## config.mk

```make
export PLATFORM = sky130hd
export DESIGN_NAME = cnt16_capture
export DESIGN_NICKNAME = d
export VERILOG_FILES = /design/src/logic/cnt16_pkg.sv /design/src/logic/capture_filter.sv /design/src/logic/cnt16_capture.sv
export SDC_FILE = /design/constraint.sdc
export NUM_CORES = 1
export LEC_CHECK = 0
export BUFFER_PORTS_ARGS = -buffer_cell sky130_fd_sc_hd__buf_4
export CAP_MARGIN = 25
export CORE_AREA = 4 4 111 134
export DETAILED_ROUTE_END_ITERATION = 8
export DIE_AREA = 0 0 115 138
export MAX_ROUTING_LAYER = met4
export PLACE_DENSITY = 0.75
export SYNTH_ARGS = -nofsm -noshare
export SYNTH_HDL_FRONTEND = slang
export SYNTH_SLANG_ARGS = --single-unit
```

## constraint.sdc

```tcl
create_clock -name clk -period 3.85 [get_ports clk]
set_input_delay 0.385 -clock clk [delete_from_list [all_inputs] [get_ports clk]]
set_output_delay 0.385 -clock clk [all_outputs]
set_load 0.02 [all_outputs]
```

## src/logic/cnt16_pkg.sv

```systemverilog
/*
 * Shared constants for the 16-bit counter with input capture: I/O
 * addresses, control bit positions, waveform mode codes, reset values
 * and capture filter length.
 * Assumes an 8-bit I/O bus with an 8-bit address; addresses are local.
 */
package cnt16_pkg;

    // I/O locations of the block
    localparam logic [7:0] ADDR_CTRL_A     = 8'h00;
    localparam logic [7:0] ADDR_CTRL_B     = 8'h01;
    localparam logic [7:0] ADDR_CNT_LOW    = 8'h02;
    localparam logic [7:0] ADDR_CNT_HIGH   = 8'h03;
    localparam logic [7:0] ADDR_CMPA_LOW   = 8'h04;
    localparam logic [7:0] ADDR_CMPA_HIGH  = 8'h05;
    localparam logic [7:0] ADDR_CMPB_LOW   = 8'h06;
    localparam logic [7:0] ADDR_CMPB_HIGH  = 8'h07;
    localparam logic [7:0] ADDR_CAP_LOW    = 8'h08;
    localparam logic [7:0] ADDR_CAP_HIGH   = 8'h09;
    localparam logic [7:0] ADDR_IRQ_MASK   = 8'h0a;
    localparam logic [7:0] ADDR_IRQ_FLAGS  = 8'h0b;
    localparam logic [7:0] ADDR_COMP_CTRL  = 8'h0c;

    // Field positions in timer_ctrl_a / timer_ctrl_b
    localparam int WGM_LOW_POS    = 0; // ctrl_a bits 1:0 = mode bits 1:0
    localparam int WGM_HIGH_POS   = 3; // ctrl_b bits 4:3 = mode bits 3:2
    localparam int CLK_SEL_POS    = 0; // ctrl_b bits 2:0
    localparam int EDGE_SEL_POS   = 6; // ctrl_b: 1 = rising edge
    localparam int FILTER_EN_POS  = 7; // ctrl_b

    // Flag and mask bit positions, comparator select position
    localparam int OVF_BIT        = 0;
    localparam int CAP_BIT        = 1;
    localparam int COMP_SEL_POS   = 2;

    // Waveform mode codes
    localparam logic [3:0] WM_NORMAL     = 4'h0;
    localparam logic [3:0] WM_PC8        = 4'h1;
    localparam logic [3:0] WM_PC9        = 4'h2;
    localparam logic [3:0] WM_PC10       = 4'h3;
    localparam logic [3:0] WM_CTC_CMPA   = 4'h4;
    localparam logic [3:0] WM_FAST8      = 4'h5;
    localparam logic [3:0] WM_FAST9      = 4'h6;
    localparam logic [3:0] WM_FAST10     = 4'h7;
    localparam logic [3:0] WM_PFC_CAP    = 4'h8;
    localparam logic [3:0] WM_PFC_CMPA   = 4'h9;
    localparam logic [3:0] WM_PC_CAP     = 4'ha;
    localparam logic [3:0] WM_PC_CMPA    = 4'hb;
    localparam logic [3:0] WM_CTC_CAP    = 4'hc;
    localparam logic [3:0] WM_RESERVED   = 4'hd;
    localparam logic [3:0] WM_FAST_CAP   = 4'he;
    localparam logic [3:0] WM_FAST_CMPA  = 4'hf;

    // Fixed top values and counter limits
    localparam logic [15:0] TOP_8BIT     = 16'h00ff;
    localparam logic [15:0] TOP_9BIT     = 16'h01ff;
    localparam logic [15:0] TOP_10BIT    = 16'h03ff;
    localparam logic [15:0] CNT_MAX      = 16'hffff;
    localparam logic [15:0] CNT_BOTTOM   = 16'h0000;
    localparam logic [15:0] CNT_STEP     = 16'h0001;

    // Reset values
    localparam logic [15:0] RST_WORD     = 16'h0000;
    localparam logic [7:0]  RST_BYTE     = 8'h00;

    // Capture filter: samples that must agree
    localparam int FILTER_SAMPLES = 4;

endpackage : cnt16_pkg

```

## src/logic/capture_filter.sv

```systemverilog
/*
 * Capture input conditioner: two-flop synchroniser followed by an
 * optional agreement filter on the system clock.
 * Assumes raw_in is asynchronous to clk; output is a level on clk.
 */
`timescale 1ns/1ps
module capture_filter
    import cnt16_pkg::*;
(
    input  wire logic clk,
    input  wire logic sys_rst,
    input  wire logic ce,
    input  wire logic raw_in,
    input  wire logic filter_en,
    output logic      level_out
);

    typedef struct packed {
        logic                      sync1;
        logic                      sync2;
        logic [FILTER_SAMPLES-1:0] hist;
        logic                      level;
    } filt_state_t;

    filt_state_t s_q;
    filt_state_t s_d;

    // Filter only looks at the second sync stage, never the first
    always_comb begin
        s_d       = s_q;
        s_d.sync1 = raw_in;
        s_d.sync2 = s_q.sync1;
        s_d.hist  = {s_q.hist[FILTER_SAMPLES-2:0], s_q.sync2};
        if (!filter_en) begin
            s_d.level = s_q.sync2;
        end else if (&s_q.hist) begin
            s_d.level = 1'b1;
        end else if (~|s_q.hist) begin
            s_d.level = 1'b0;
        end
    end

    always_ff @(posedge clk) begin
        if (sys_rst) begin
            s_q <= '0;
        end else if (ce) begin
            s_q <= s_d;
        end
    end

    assign level_out = s_q.level;

endmodule : capture_filter

```

## src/logic/cnt16_capture.sv

```systemverilog
/*
 * 16-bit up/down timer counter with input capture, compare storage and
 * a shared high-byte holding register, reached over an 8-bit I/O bus.
 * Assumes timer_tick is a one-cycle enable from a prescaler on clk and
 * that capture_pin and comparator_output are asynchronous levels.
 * Limitation: compare registers load directly on the low write, with
 * no double buffering at TOP or BOTTOM.
 */
`timescale 1ns/1ps
// Contract
// - Counter is visible as a high and a low 8-bit location.
// - Counter high-byte accesses go to the shared holding register.
// - Low read fills holding byte; low write loads holding into counter.
// - Holding byte persists after low writes, allowing shared high bytes.
// - Each tick clears, increments or decrements per mode and direction.
// - Counter steps only on tick; clock select zero stops it.
// - Counter is readable and writable whether or not ticking.
// - A counter write beats a coincident count or clear.
// - Four-bit waveform mode, split over both control registers, sets sequence.
// - Indicate TOP at sequence maximum and BOTTOM at zero.
// - Overflow flag set at mode-defined point; usable as interrupt.
// - Matching edge on pin or comparator copies counter into capture.
// - Capture flag sets in the same cycle as the copy.
// - Capture flag requests interrupt when enabled; cleared on service.
// - Writing one clears capture flag; zero leaves it.
// - Capture low read first fills holding; high read returns holding.
// - Capture writable only in capture-as-TOP modes, high then low.
// - Comparator select switches trigger; software clears resulting flag.
// - Capture input active except in capture-as-TOP modes.
// - With filter on, output changes after four agreeing samples.
// - Filter enable in control B adds four clocks, system clocked.
// - Compare register reads bypass the holding register entirely.
module cnt16_capture
    import cnt16_pkg::*;
(
    input  wire logic        clk,
    input  wire logic        sys_rst,
    input  wire logic        ce,
    input  wire logic [7:0]  io_addr,
    input  wire logic        io_rd,
    input  wire logic        io_wr,
    input  wire logic [7:0]  io_wdata,
    output logic      [7:0]  io_rdata,
    input  wire logic        timer_tick,
    output logic      [2:0]  clock_select_field,
    output logic      [3:0]  waveform_mode_field,
    input  wire logic        capture_pin,
    input  wire logic        comparator_output,
    output logic             capture_irq,
    output logic             overflow_irq,
    input  wire logic        capture_irq_ack,
    input  wire logic        overflow_irq_ack,
    output logic      [15:0] counter_value,
    output logic             top_hit,
    output logic             bottom_hit
);

    typedef struct packed {
        logic [15:0] cnt;
        logic        dir_up;
        logic [15:0] cap;
        logic [15:0] cmpa;
        logic [15:0] cmpb;
        logic [7:0]  hold;
        logic [7:0]  ctrl_a;
        logic [7:0]  ctrl_b;
        logic [1:0]  mask;
        logic        ovf;
        logic        capf;
        logic        comp_sel;
        logic        edge_prev;
        logic [7:0]  rdata;
    } timer_state_t;

    timer_state_t s_q;
    timer_state_t s_d;

    logic [3:0]  mode;
    logic [15:0] top_val;
    logic        dual_slope;
    logic        cap_is_top;
    logic        fast_pwm;
    logic        tick_en;
    logic        cap_src;
    logic        cap_level;
    logic        cap_event;
    logic        cnt_wr;
    logic        rd_low_cnt;
    logic        rd_low_cap;
    logic        ovf_set;

    assign mode = {s_q.ctrl_b[WGM_HIGH_POS+1:WGM_HIGH_POS],
                   s_q.ctrl_a[WGM_LOW_POS+1:WGM_LOW_POS]};

    // Mode decode: top source, slope and capture use
    always_comb begin
        top_val    = CNT_MAX;
        dual_slope = 1'b0;
        cap_is_top = 1'b0;
        fast_pwm   = 1'b0;
        unique case (mode)
            WM_NORMAL, WM_RESERVED: top_val = CNT_MAX;
            WM_PC8: begin
                top_val    = TOP_8BIT;
                dual_slope = 1'b1;
            end
            WM_PC9: begin
                top_val    = TOP_9BIT;
                dual_slope = 1'b1;
            end
            WM_PC10: begin
                top_val    = TOP_10BIT;
                dual_slope = 1'b1;
            end
            WM_CTC_CMPA: top_val = s_q.cmpa;
            WM_FAST8: begin
                top_val  = TOP_8BIT;
                fast_pwm = 1'b1;
            end
            WM_FAST9: begin
                top_val  = TOP_9BIT;
                fast_pwm = 1'b1;
            end
            WM_FAST10: begin
                top_val  = TOP_10BIT;
                fast_pwm = 1'b1;
            end
            WM_PFC_CAP, WM_PC_CAP: begin
                top_val    = s_q.cap;
                dual_slope = 1'b1;
                cap_is_top = 1'b1;
            end
            WM_PFC_CMPA, WM_PC_CMPA: begin
                top_val    = s_q.cmpa;
                dual_slope = 1'b1;
            end
            WM_CTC_CAP: begin
                top_val    = s_q.cap;
                cap_is_top = 1'b1;
            end
            WM_FAST_CAP: begin
                top_val    = s_q.cap;
                fast_pwm   = 1'b1;
                cap_is_top = 1'b1;
            end
            WM_FAST_CMPA: begin
                top_val  = s_q.cmpa;
                fast_pwm = 1'b1;
            end
        endcase
    end

    assign tick_en = timer_tick &&
        (s_q.ctrl_b[CLK_SEL_POS+2:CLK_SEL_POS] != 3'h0);

    assign cap_src = s_q.comp_sel ? comparator_output : capture_pin;

    // Source switch happens before the filter, so it may look like an edge
    capture_filter u_filter (
        .clk       (clk),
        .sys_rst   (sys_rst),
        .ce        (ce),
        .raw_in    (cap_src),
        .filter_en (s_q.ctrl_b[FILTER_EN_POS]),
        .level_out (cap_level)
    );

    // Previous level tracks in every mode, so leaving a capture-as-TOP
    // mode never shows a stale edge
    // edge matching selection
    assign cap_event = !cap_is_top &&
        (cap_level != s_q.edge_prev) &&
        (cap_level == s_q.ctrl_b[EDGE_SEL_POS]);

    assign cnt_wr     = io_wr && (io_addr == ADDR_CNT_LOW);
    assign rd_low_cnt = io_rd && (io_addr == ADDR_CNT_LOW);
    assign rd_low_cap = io_rd && (io_addr == ADDR_CAP_LOW);

    // Next-state logic: bus side effects, counting, capture, flags
    always_comb begin
        s_d           = s_q;
        s_d.edge_prev = cap_level;
        ovf_set       = 1'b0;

        if (tick_en && !cnt_wr) begin
            if (dual_slope) begin
                if (s_q.dir_up) begin
                    if (s_q.cnt >= top_val) begin
                        s_d.dir_up = 1'b0;
                        s_d.cnt    = s_q.cnt - CNT_STEP;
                    end else begin
                        s_d.cnt = s_q.cnt + CNT_STEP;
                    end
                end else if (s_q.cnt == CNT_BOTTOM) begin
                    // Direction resets to down, so a first tick at zero
                    // turns upward and raises the overflow flag
                    s_d.dir_up = 1'b1;
                    s_d.cnt    = s_q.cnt + CNT_STEP;
                    ovf_set    = 1'b1;
                end else begin
                    s_d.cnt = s_q.cnt - CNT_STEP;
                end
            end else begin
                s_d.dir_up = 1'b1;
                // Clear at TOP; past TOP it runs on and wraps at MAX
                if (s_q.cnt == top_val) begin
                    s_d.cnt = CNT_BOTTOM;
                end else begin
                    s_d.cnt = s_q.cnt + CNT_STEP;
                end
                if (fast_pwm ? (s_q.cnt == top_val)
                             : (s_q.cnt == CNT_MAX)) begin
                    ovf_set = 1'b1;
                end
            end
        end

        // Ack clears; a same-cycle overflow set is applied later
        if (overflow_irq_ack) begin
            s_d.ovf = 1'b0;
        end
        if (capture_irq_ack) begin
            s_d.capf = 1'b0;
        end

        // One holding byte serves all 16-bit registers, so an access
        // interleaved from another context corrupts a byte pair
        // high accesses use holding
        if (io_wr) begin
            unique case (io_addr)
                ADDR_CTRL_A:    s_d.ctrl_a = io_wdata;
                ADDR_CTRL_B:    s_d.ctrl_b = io_wdata;
                ADDR_CNT_LOW:   s_d.cnt    = {s_q.hold, io_wdata};
                ADDR_CMPA_LOW:  s_d.cmpa   = {s_q.hold, io_wdata};
                ADDR_CMPB_LOW:  s_d.cmpb   = {s_q.hold, io_wdata};
                ADDR_CNT_HIGH, ADDR_CMPA_HIGH, ADDR_CMPB_HIGH,
                ADDR_CAP_HIGH:  s_d.hold   = io_wdata;
                ADDR_CAP_LOW: begin
                    if (cap_is_top) begin
                        s_d.cap = {s_q.hold, io_wdata};
                    end
                end
                ADDR_IRQ_MASK:  s_d.mask = io_wdata[CAP_BIT:OVF_BIT];
                ADDR_IRQ_FLAGS: begin
                    if (io_wdata[CAP_BIT]) begin
                        s_d.capf = 1'b0;
                    end
                    if (io_wdata[OVF_BIT]) begin
                        s_d.ovf = 1'b0;
                    end
                end
                ADDR_COMP_CTRL: s_d.comp_sel = io_wdata[COMP_SEL_POS];
                default: ;
            endcase
        end

        // set beats a clear
        // Applied after the ack and the write-one so the event is kept
        if (ovf_set) begin
            s_d.ovf = 1'b1;
        end

        if (cap_event) begin
            s_d.cap  = s_q.cnt;
            s_d.capf = 1'b1;
        end

        if (rd_low_cnt) begin
            s_d.hold = s_q.cnt[15:8];
        end
        if (rd_low_cap) begin
            s_d.hold = s_q.cap[15:8];
        end

        // Registered read data; unmapped addresses answer zero
        if (io_rd) begin
            unique case (io_addr)
                ADDR_CTRL_A:    s_d.rdata = s_q.ctrl_a;
                ADDR_CTRL_B:    s_d.rdata = s_q.ctrl_b;
                ADDR_CNT_LOW:   s_d.rdata = s_q.cnt[7:0];
                ADDR_CAP_LOW:   s_d.rdata = s_q.cap[7:0];
                ADDR_CNT_HIGH, ADDR_CAP_HIGH:
                                s_d.rdata = s_q.hold;
                ADDR_CMPA_LOW:  s_d.rdata = s_q.cmpa[7:0];
                ADDR_CMPA_HIGH: s_d.rdata = s_q.cmpa[15:8];
                ADDR_CMPB_LOW:  s_d.rdata = s_q.cmpb[7:0];
                ADDR_CMPB_HIGH: s_d.rdata = s_q.cmpb[15:8];
                ADDR_IRQ_MASK:  s_d.rdata = {6'h00, s_q.mask};
                ADDR_IRQ_FLAGS: s_d.rdata = {6'h00, s_q.capf, s_q.ovf};
                ADDR_COMP_CTRL: s_d.rdata = {5'h00, s_q.comp_sel, 2'h0};
                default:        s_d.rdata = RST_BYTE;
            endcase
        end
    end

    always_ff @(posedge clk) begin
        if (sys_rst) begin
            s_q <= '0;
        end else if (ce) begin
            s_q <= s_d;
        end
    end

    // TOP follows the live register, so a new compare or capture value
    // moves the turning point at once
    // top and bottom
    assign top_hit    = (s_q.cnt == top_val);
    assign bottom_hit = (s_q.cnt == CNT_BOTTOM);

    assign capture_irq  = s_q.capf && s_q.mask[CAP_BIT];
    assign overflow_irq = s_q.ovf && s_q.mask[OVF_BIT];

    assign io_rdata            = s_q.rdata;
    assign counter_value       = s_q.cnt;
    assign clock_select_field  = s_q.ctrl_b[CLK_SEL_POS+2:CLK_SEL_POS];
    assign waveform_mode_field = mode;

endmodule : cnt16_capture

```

After elaboration in Yosys (flattened, before gate mapping)

Cells that the tools add are included.

$add $sub $neg: 2
Magnitude comparators: 1
Reductions and logical operators: 43
Eq/ne operators: 32
Mux-type cells: 44

Operator list:

| kind                                                                 | count |
|---|---|
| 16-bit two-way mux                                                   | 10 |
| 16-bit case mux with 6 select lines                                  | 1 |
| 8-bit case mux with 12 select lines                                  | 1 |
| 77-bit two-way mux                                                   | 1 |
| 17-bit two-way mux                                                   | 3 |
| 8-bit by 4-bit == test with 1-bit output, second input constant      | 5 |
| 8-bit two-way mux                                                    | 5 |
| 4-bit == test, second input constant                                 | 8 |
| 8-bit by 3-bit == test with 1-bit output, second input constant      | 4 |
| 1-bit two-way mux                                                    | 21 |
| 3-bit AND reduction                                                  | 7 |
| 16-bit by 1-bit adder with 16-bit output, second input constant      | 1 |
| 16-bit == test                                                       | 1 |
| 16-bit == test, second input constant                                | 1 |
| 4-bit by 3-bit == test with 1-bit output, second input constant      | 4 |
| 8-bit by 2-bit == test with 1-bit output, second input constant      | 2 |
| 16-bit greater-or-equal comparator                                   | 1 |
| 16-bit zero test                                                     | 1 |
| 4-bit OR reduction                                                   | 4 |
| 16-bit by 1-bit subtractor with 16-bit output, second input constant | 1 |
| 2-bit OR reduction                                                   | 5 |
| 1-bit logical AND                                                    | 9 |
| 3-bit nonzero test                                                   | 3 |
| 4-bit by 2-bit == test with 1-bit output, second input constant      | 2 |
| other kinds (14)                                                     | 21 |

Logic and storage cells: 140
Register bits after elaboration: 110

Depth between registers and ports, before layout

Depth after elaboration: 10
Depth in mapped cells: 17
Mapped depth without buffers: 14

Cells and area by module

Synthesis repeated with hierarchy kept, for this count alone.

Cell total of the unflattened synthesis: 911
Area, all modules: 7175.6 um^2

By module, submodules not included:

| module         | instances | area an instance (um^2) | cells an instance | sequential area each (um^2) |
|---|---|---|---|---|
| cnt16_capture  | 1         | 6890.4                  | 885               | 2062.0 |
| capture_filter | 1         | 285.3                   | 26                | 140.1 |

Worst setup path before layout

Ideal clock, no wire load.

Path type: register to register
From: reg s_q, in the netlist waveform_mode_field[1]
To: reg s_q, in the netlist counter_value[2]
Period minus slack after synthesis: 3.820 ns
Cell stages (with the launch flop): 16
Data required time: 3.733 ns
Setup slack: 0.030 ns
Setup time: 0.117 ns
Data arrival time: 3.702 ns
Path through: dfxtp_1 > clkbuf_1 > nor2b_1 > clkbuf_1 > o21ai_1 > a22o_1 > nor2_1 > ha_1 > nand4_1 > or3_1 > a221oi_1 > nor4_4 > nor2_1 > o21ai_0 > a221o_1 > a32o_1

Word-level cells in the longest chain between the ends: 10
Elaborated cells between the ends (all ways): 34

RTL lines:

| element                                                     | line                 | RTL |
|---|---|---|
| start, declared                                             | cnt16_capture.sv:75  | `timer_state_t s_q;` |
| start signal, assigned                                      | cnt16_capture.sv:298 | `s_q <= '0;` |
| start signal, assigned                                      | cnt16_capture.sv:300 | `s_q <= s_d;` |
| 4-bit == test (tied with other cells)                       | cnt16_capture.sv:101 | `unique case (mode)` |
| 4-bit OR reduction (no source line) (tied with other cells) | -                    |  |
| 16-bit case mux with 6 select lines                         | cnt16_capture.sv:101 |  |
| 16-bit greater-or-equal comparator                          | cnt16_capture.sv:188 | `if (s_q.cnt >= top_val) begin` |
| 16-bit two-way mux                                          | cnt16_capture.sv:188 |  |
| 17-bit two-way mux                                          | cnt16_capture.sv:187 | `if (s_q.dir_up) begin` |
| 17-bit two-way mux *                                        | cnt16_capture.sv:186 | `if (dual_slope) begin` |
| 17-bit two-way mux *                                        | cnt16_capture.sv:185 | `if (tick_en && !cnt_wr) begin` |
| 16-bit two-way mux                                          | cnt16_capture.sv:230 | `unique case (io_addr)` |
| 16-bit two-way mux *                                        | cnt16_capture.sv:229 | `if (io_wr) begin` |

Mark *: on every way between the ends. The rest lies on a longest branch, timed or not.
A chain may end at the register's enable or synchronous reset.

Worst setup path after layout

From: reg s_q, in the netlist waveform_mode_field[0]
To: reg s_q, in the netlist counter_value[11]

The elaborated chain is that of the path after synthesis.

==> results.cfg <==
[critical_path]
critPathRequiredTime_ps = 4100
crit_fanout = 17
arrival_ps = 3910
critPathLaunchType = flop
crit_type = flop to flop
endpoint_kind = flop

[clock_network]
clkSlewWorstSetupHoldPaths_ps = 80
post_cts_resized = 0
clkSinkCount = 110
clockBufferDepth = 2
htree_num_levels = 3
clkLatencyLatePin_ps = 360
cts_setup_buffers = 0
ctsHoldBuffers = 0
cts_buffers = 9
cts_tree = built
clockRootBuffer = clkbuf_16

[timing]
timing.slew.headroom = 0.467
tightest_slew_ps = 797
slew_viol_final = 0
rsz0062_at_grt = false
fmax_ghz = 0.273
fin_crit_ps = 3660
finalCritPeriodShare = 0.952
setup_viol = 0
fin_skew_ps = 11.7
hold_violations = 0
finalSetupTns_ps = 0

[yosys]
synth-compound-area-share = 0.236
netlist_instances = 973
ys_ff_latch = 110
synth_area_mm2 = 0.00719
async_reset_ff_frac = 0
ys_seq_area_frac = 0.306
synthFlopType = dfxtp_1
synth-simple-area-share = 0.263
synth.area.mux_share = 0.0684
synth-xor-area-share = 0.0122
synth_top_cells_by_area = dfxtp_1 (31%), a21oi_1 (8.0%), nand2_1 (7.5%)
synth_nets = 1017
synth_top_family_by_area = simple AND/OR/NAND/NOR gates
synth-edff-count = 0
yosys.area_share.adder = 0.0313
synth.avg_cell_area_um2 = 7.39
synth_warnings = 0
yosys.area.top_type_share = 0.306
yosysTopAreaCell = dfxtp_1
yosys.cell_types.count = 68

[pwr]
p_int_mw = 1.72
p_leak_nw = 3.01
p_per_area_mw_per_mm2 = 288
power.switching_mw = 0.575
power_frac_seq = 0.501
vdd_drop_max_v = 0.000254
power_frac_clock = 0.433
combPwrFrac = 0.066
p_sw_frac = 0.250

[floorplanning]
num_rows = 47
io_pins = 61
core_mm2 = 0.0136
initial_core_util = 0.527
die_x_um = 115
fp.dieH_um = 138
die_area_mm2 = 0.0159

[place]
gp_congestion = 0.964
dp_hpwl_mm = 17.0
placed_area_mm2 = 0.00766
port_buffers = 60

[routing]
num_vias = 7479
drcViolationCount = 0
antenna_left = 0
drt-initial-drc-count = 964
wl_mm = 24.2
avgViaCountPerCell = 6.48
dr.pass1.iters = 5
drt-wirelength-per-cell_um = 21.0

[global_routing]
antenna_found_initial = 0
grt_overflow = 0
grt_pass1_vias = 7184
grt_max_degree = 77
grt_util_all_layers = 0.311
grt_pass1_wl_mm = 38.1

[min_path]
holdCritPathClass = input pin to flop

[finish]
antenna_cells = 0
final_cell_mix = nand2_1 (143), nor2_1 (136), a21oi_1 (115)
drive_gt1_frac = 0.155
layout.nets = 1023
postLayoutCellArea_mm2 = 0.00799
layout_commonest_cell = nand2_1
syn2layout_area_growth_pct = 11.1

[status]
status = complete, no violations

[job]
maxCapViolations = 0
==> power groups by stage <==
stage	combinational (mW)	clock, mW	sequential (mW)
floorplan	0.0932	0	1.17
global placement	0.148	0	1.18
detailed placement	0.148	0	1.18
CTS	0.148	1.01	1.15
global route	0.163	1.04	1.15
finish	0.151	0.996	1.15
==> per-stage QoR <==
step / cells / hold WS (ps) / setup slack, ps / util / total power, mW
after floorplan: 973 / 429 / 30.4 / - / 1.27
after global placement: 1139 / 434 / 315 / 0.561 / 1.32
after detailed placement: 1139 / 441 / 212 / 0.561 / 1.32
after CTS: 1155 / 334 / 163 / 0.584 / 2.30
after global routing: 1155 / 353 / 20.4 / 0.585 / 2.36
final: 1155 / 351 / 186 / 0.585 / 2.30
==> state kept, by name, summed over array words and instances, names as in the netlist <==
signal,cells
u_filter.s_q,1
s_q,72
u_filter.s_d,5
counter_value,16
io_rdata,8
clock_select_field,3
waveform_mode_field,4
u_filter.level_out,1
==> worst max-delay path, stage by stage (launching register included) <==
cell and delay (ps):
dfxtp_1 350, buf_4 200, nor3_1 240, buf_4 190, a21oi_1 80, ha_1 300, nand4_1 190, or3_1 430
a221oi_1 320, buf_4 190, nor4_4 50, or4_1 540, nand3_1 100, a21boi_1 70, o31a_1 300
==> cell usage after synthesis (3+ instances only) <==
master / n
nor2_1: 138
a31oi_1: 6
or4_1: 9
a211oi_1: 28
nand3_1: 27
buf_1: 6
o211ai_1: 5
nor3b_1: 7
a21oi_1: 115
a22o_1: 11
and2_1: 8
clkbuf_1: 64
o31a_1: 4
and3_1: 6
mux4_2: 8
a311oi_1: 11
mux2i_1: 30
nor2b_1: 7
dfxtp_1: 110
xnor2_1: 5
buf_4: 31
ha_1: 18
nor4_1: 8
nand2_1: 143
nor3_1: 18
inv_1: 8
o221ai_1: 5
nand2b_1: 10
a22oi_1: 4
buf_2: 6
xor2_1: 5
or3_1: 4
o21ai_1: 4
or2_2: 3
o21ai_0: 37
nand4_1: 10
a221oi_1: 11
o31ai_1: 3
==> logic make-up after synthesis <==
kind of cell    count (synthesis)
simple gates                  410
flops                         110
buf+inv                       118
xor+xnor                       10
compound gates                268
fa+ha+maj                      18
mux                            39
==> metal layers <==
layer  global-route usage  up-vias  wire, um
li1                     -     3471         -
met1                0.386     3469      9620
met2                0.476      417     11000
met3               0.0393      122      2060
met4                0.189        0      1560
met5                    -        -         0
==> worst paths after layout <==
path | end | from | slack [ps] | cells past startpoint
min reg2reg | s_q[42] | s_q[42] | 450 | 2
max reg2reg | counter_value[11] | waveform_mode_field[0] | 190 | 14
min | s_q[41] | io_wdata[3] | 350 | 3
max | counter_value[11] | waveform_mode_field[0] | 190 | 14
==> layout make-up <==
class	count	area, um^2
Sequential cell	110	2200
Timing Repair Buffer	105	801
Tap cell	171	214
Fill cell	1285	5660
Clock buffer	11	243
Multi-Input combinational cell	745	4430
Inverter	8	30.0
Clock inverter	5	66.3
Power figures use the tool's default switching activity.
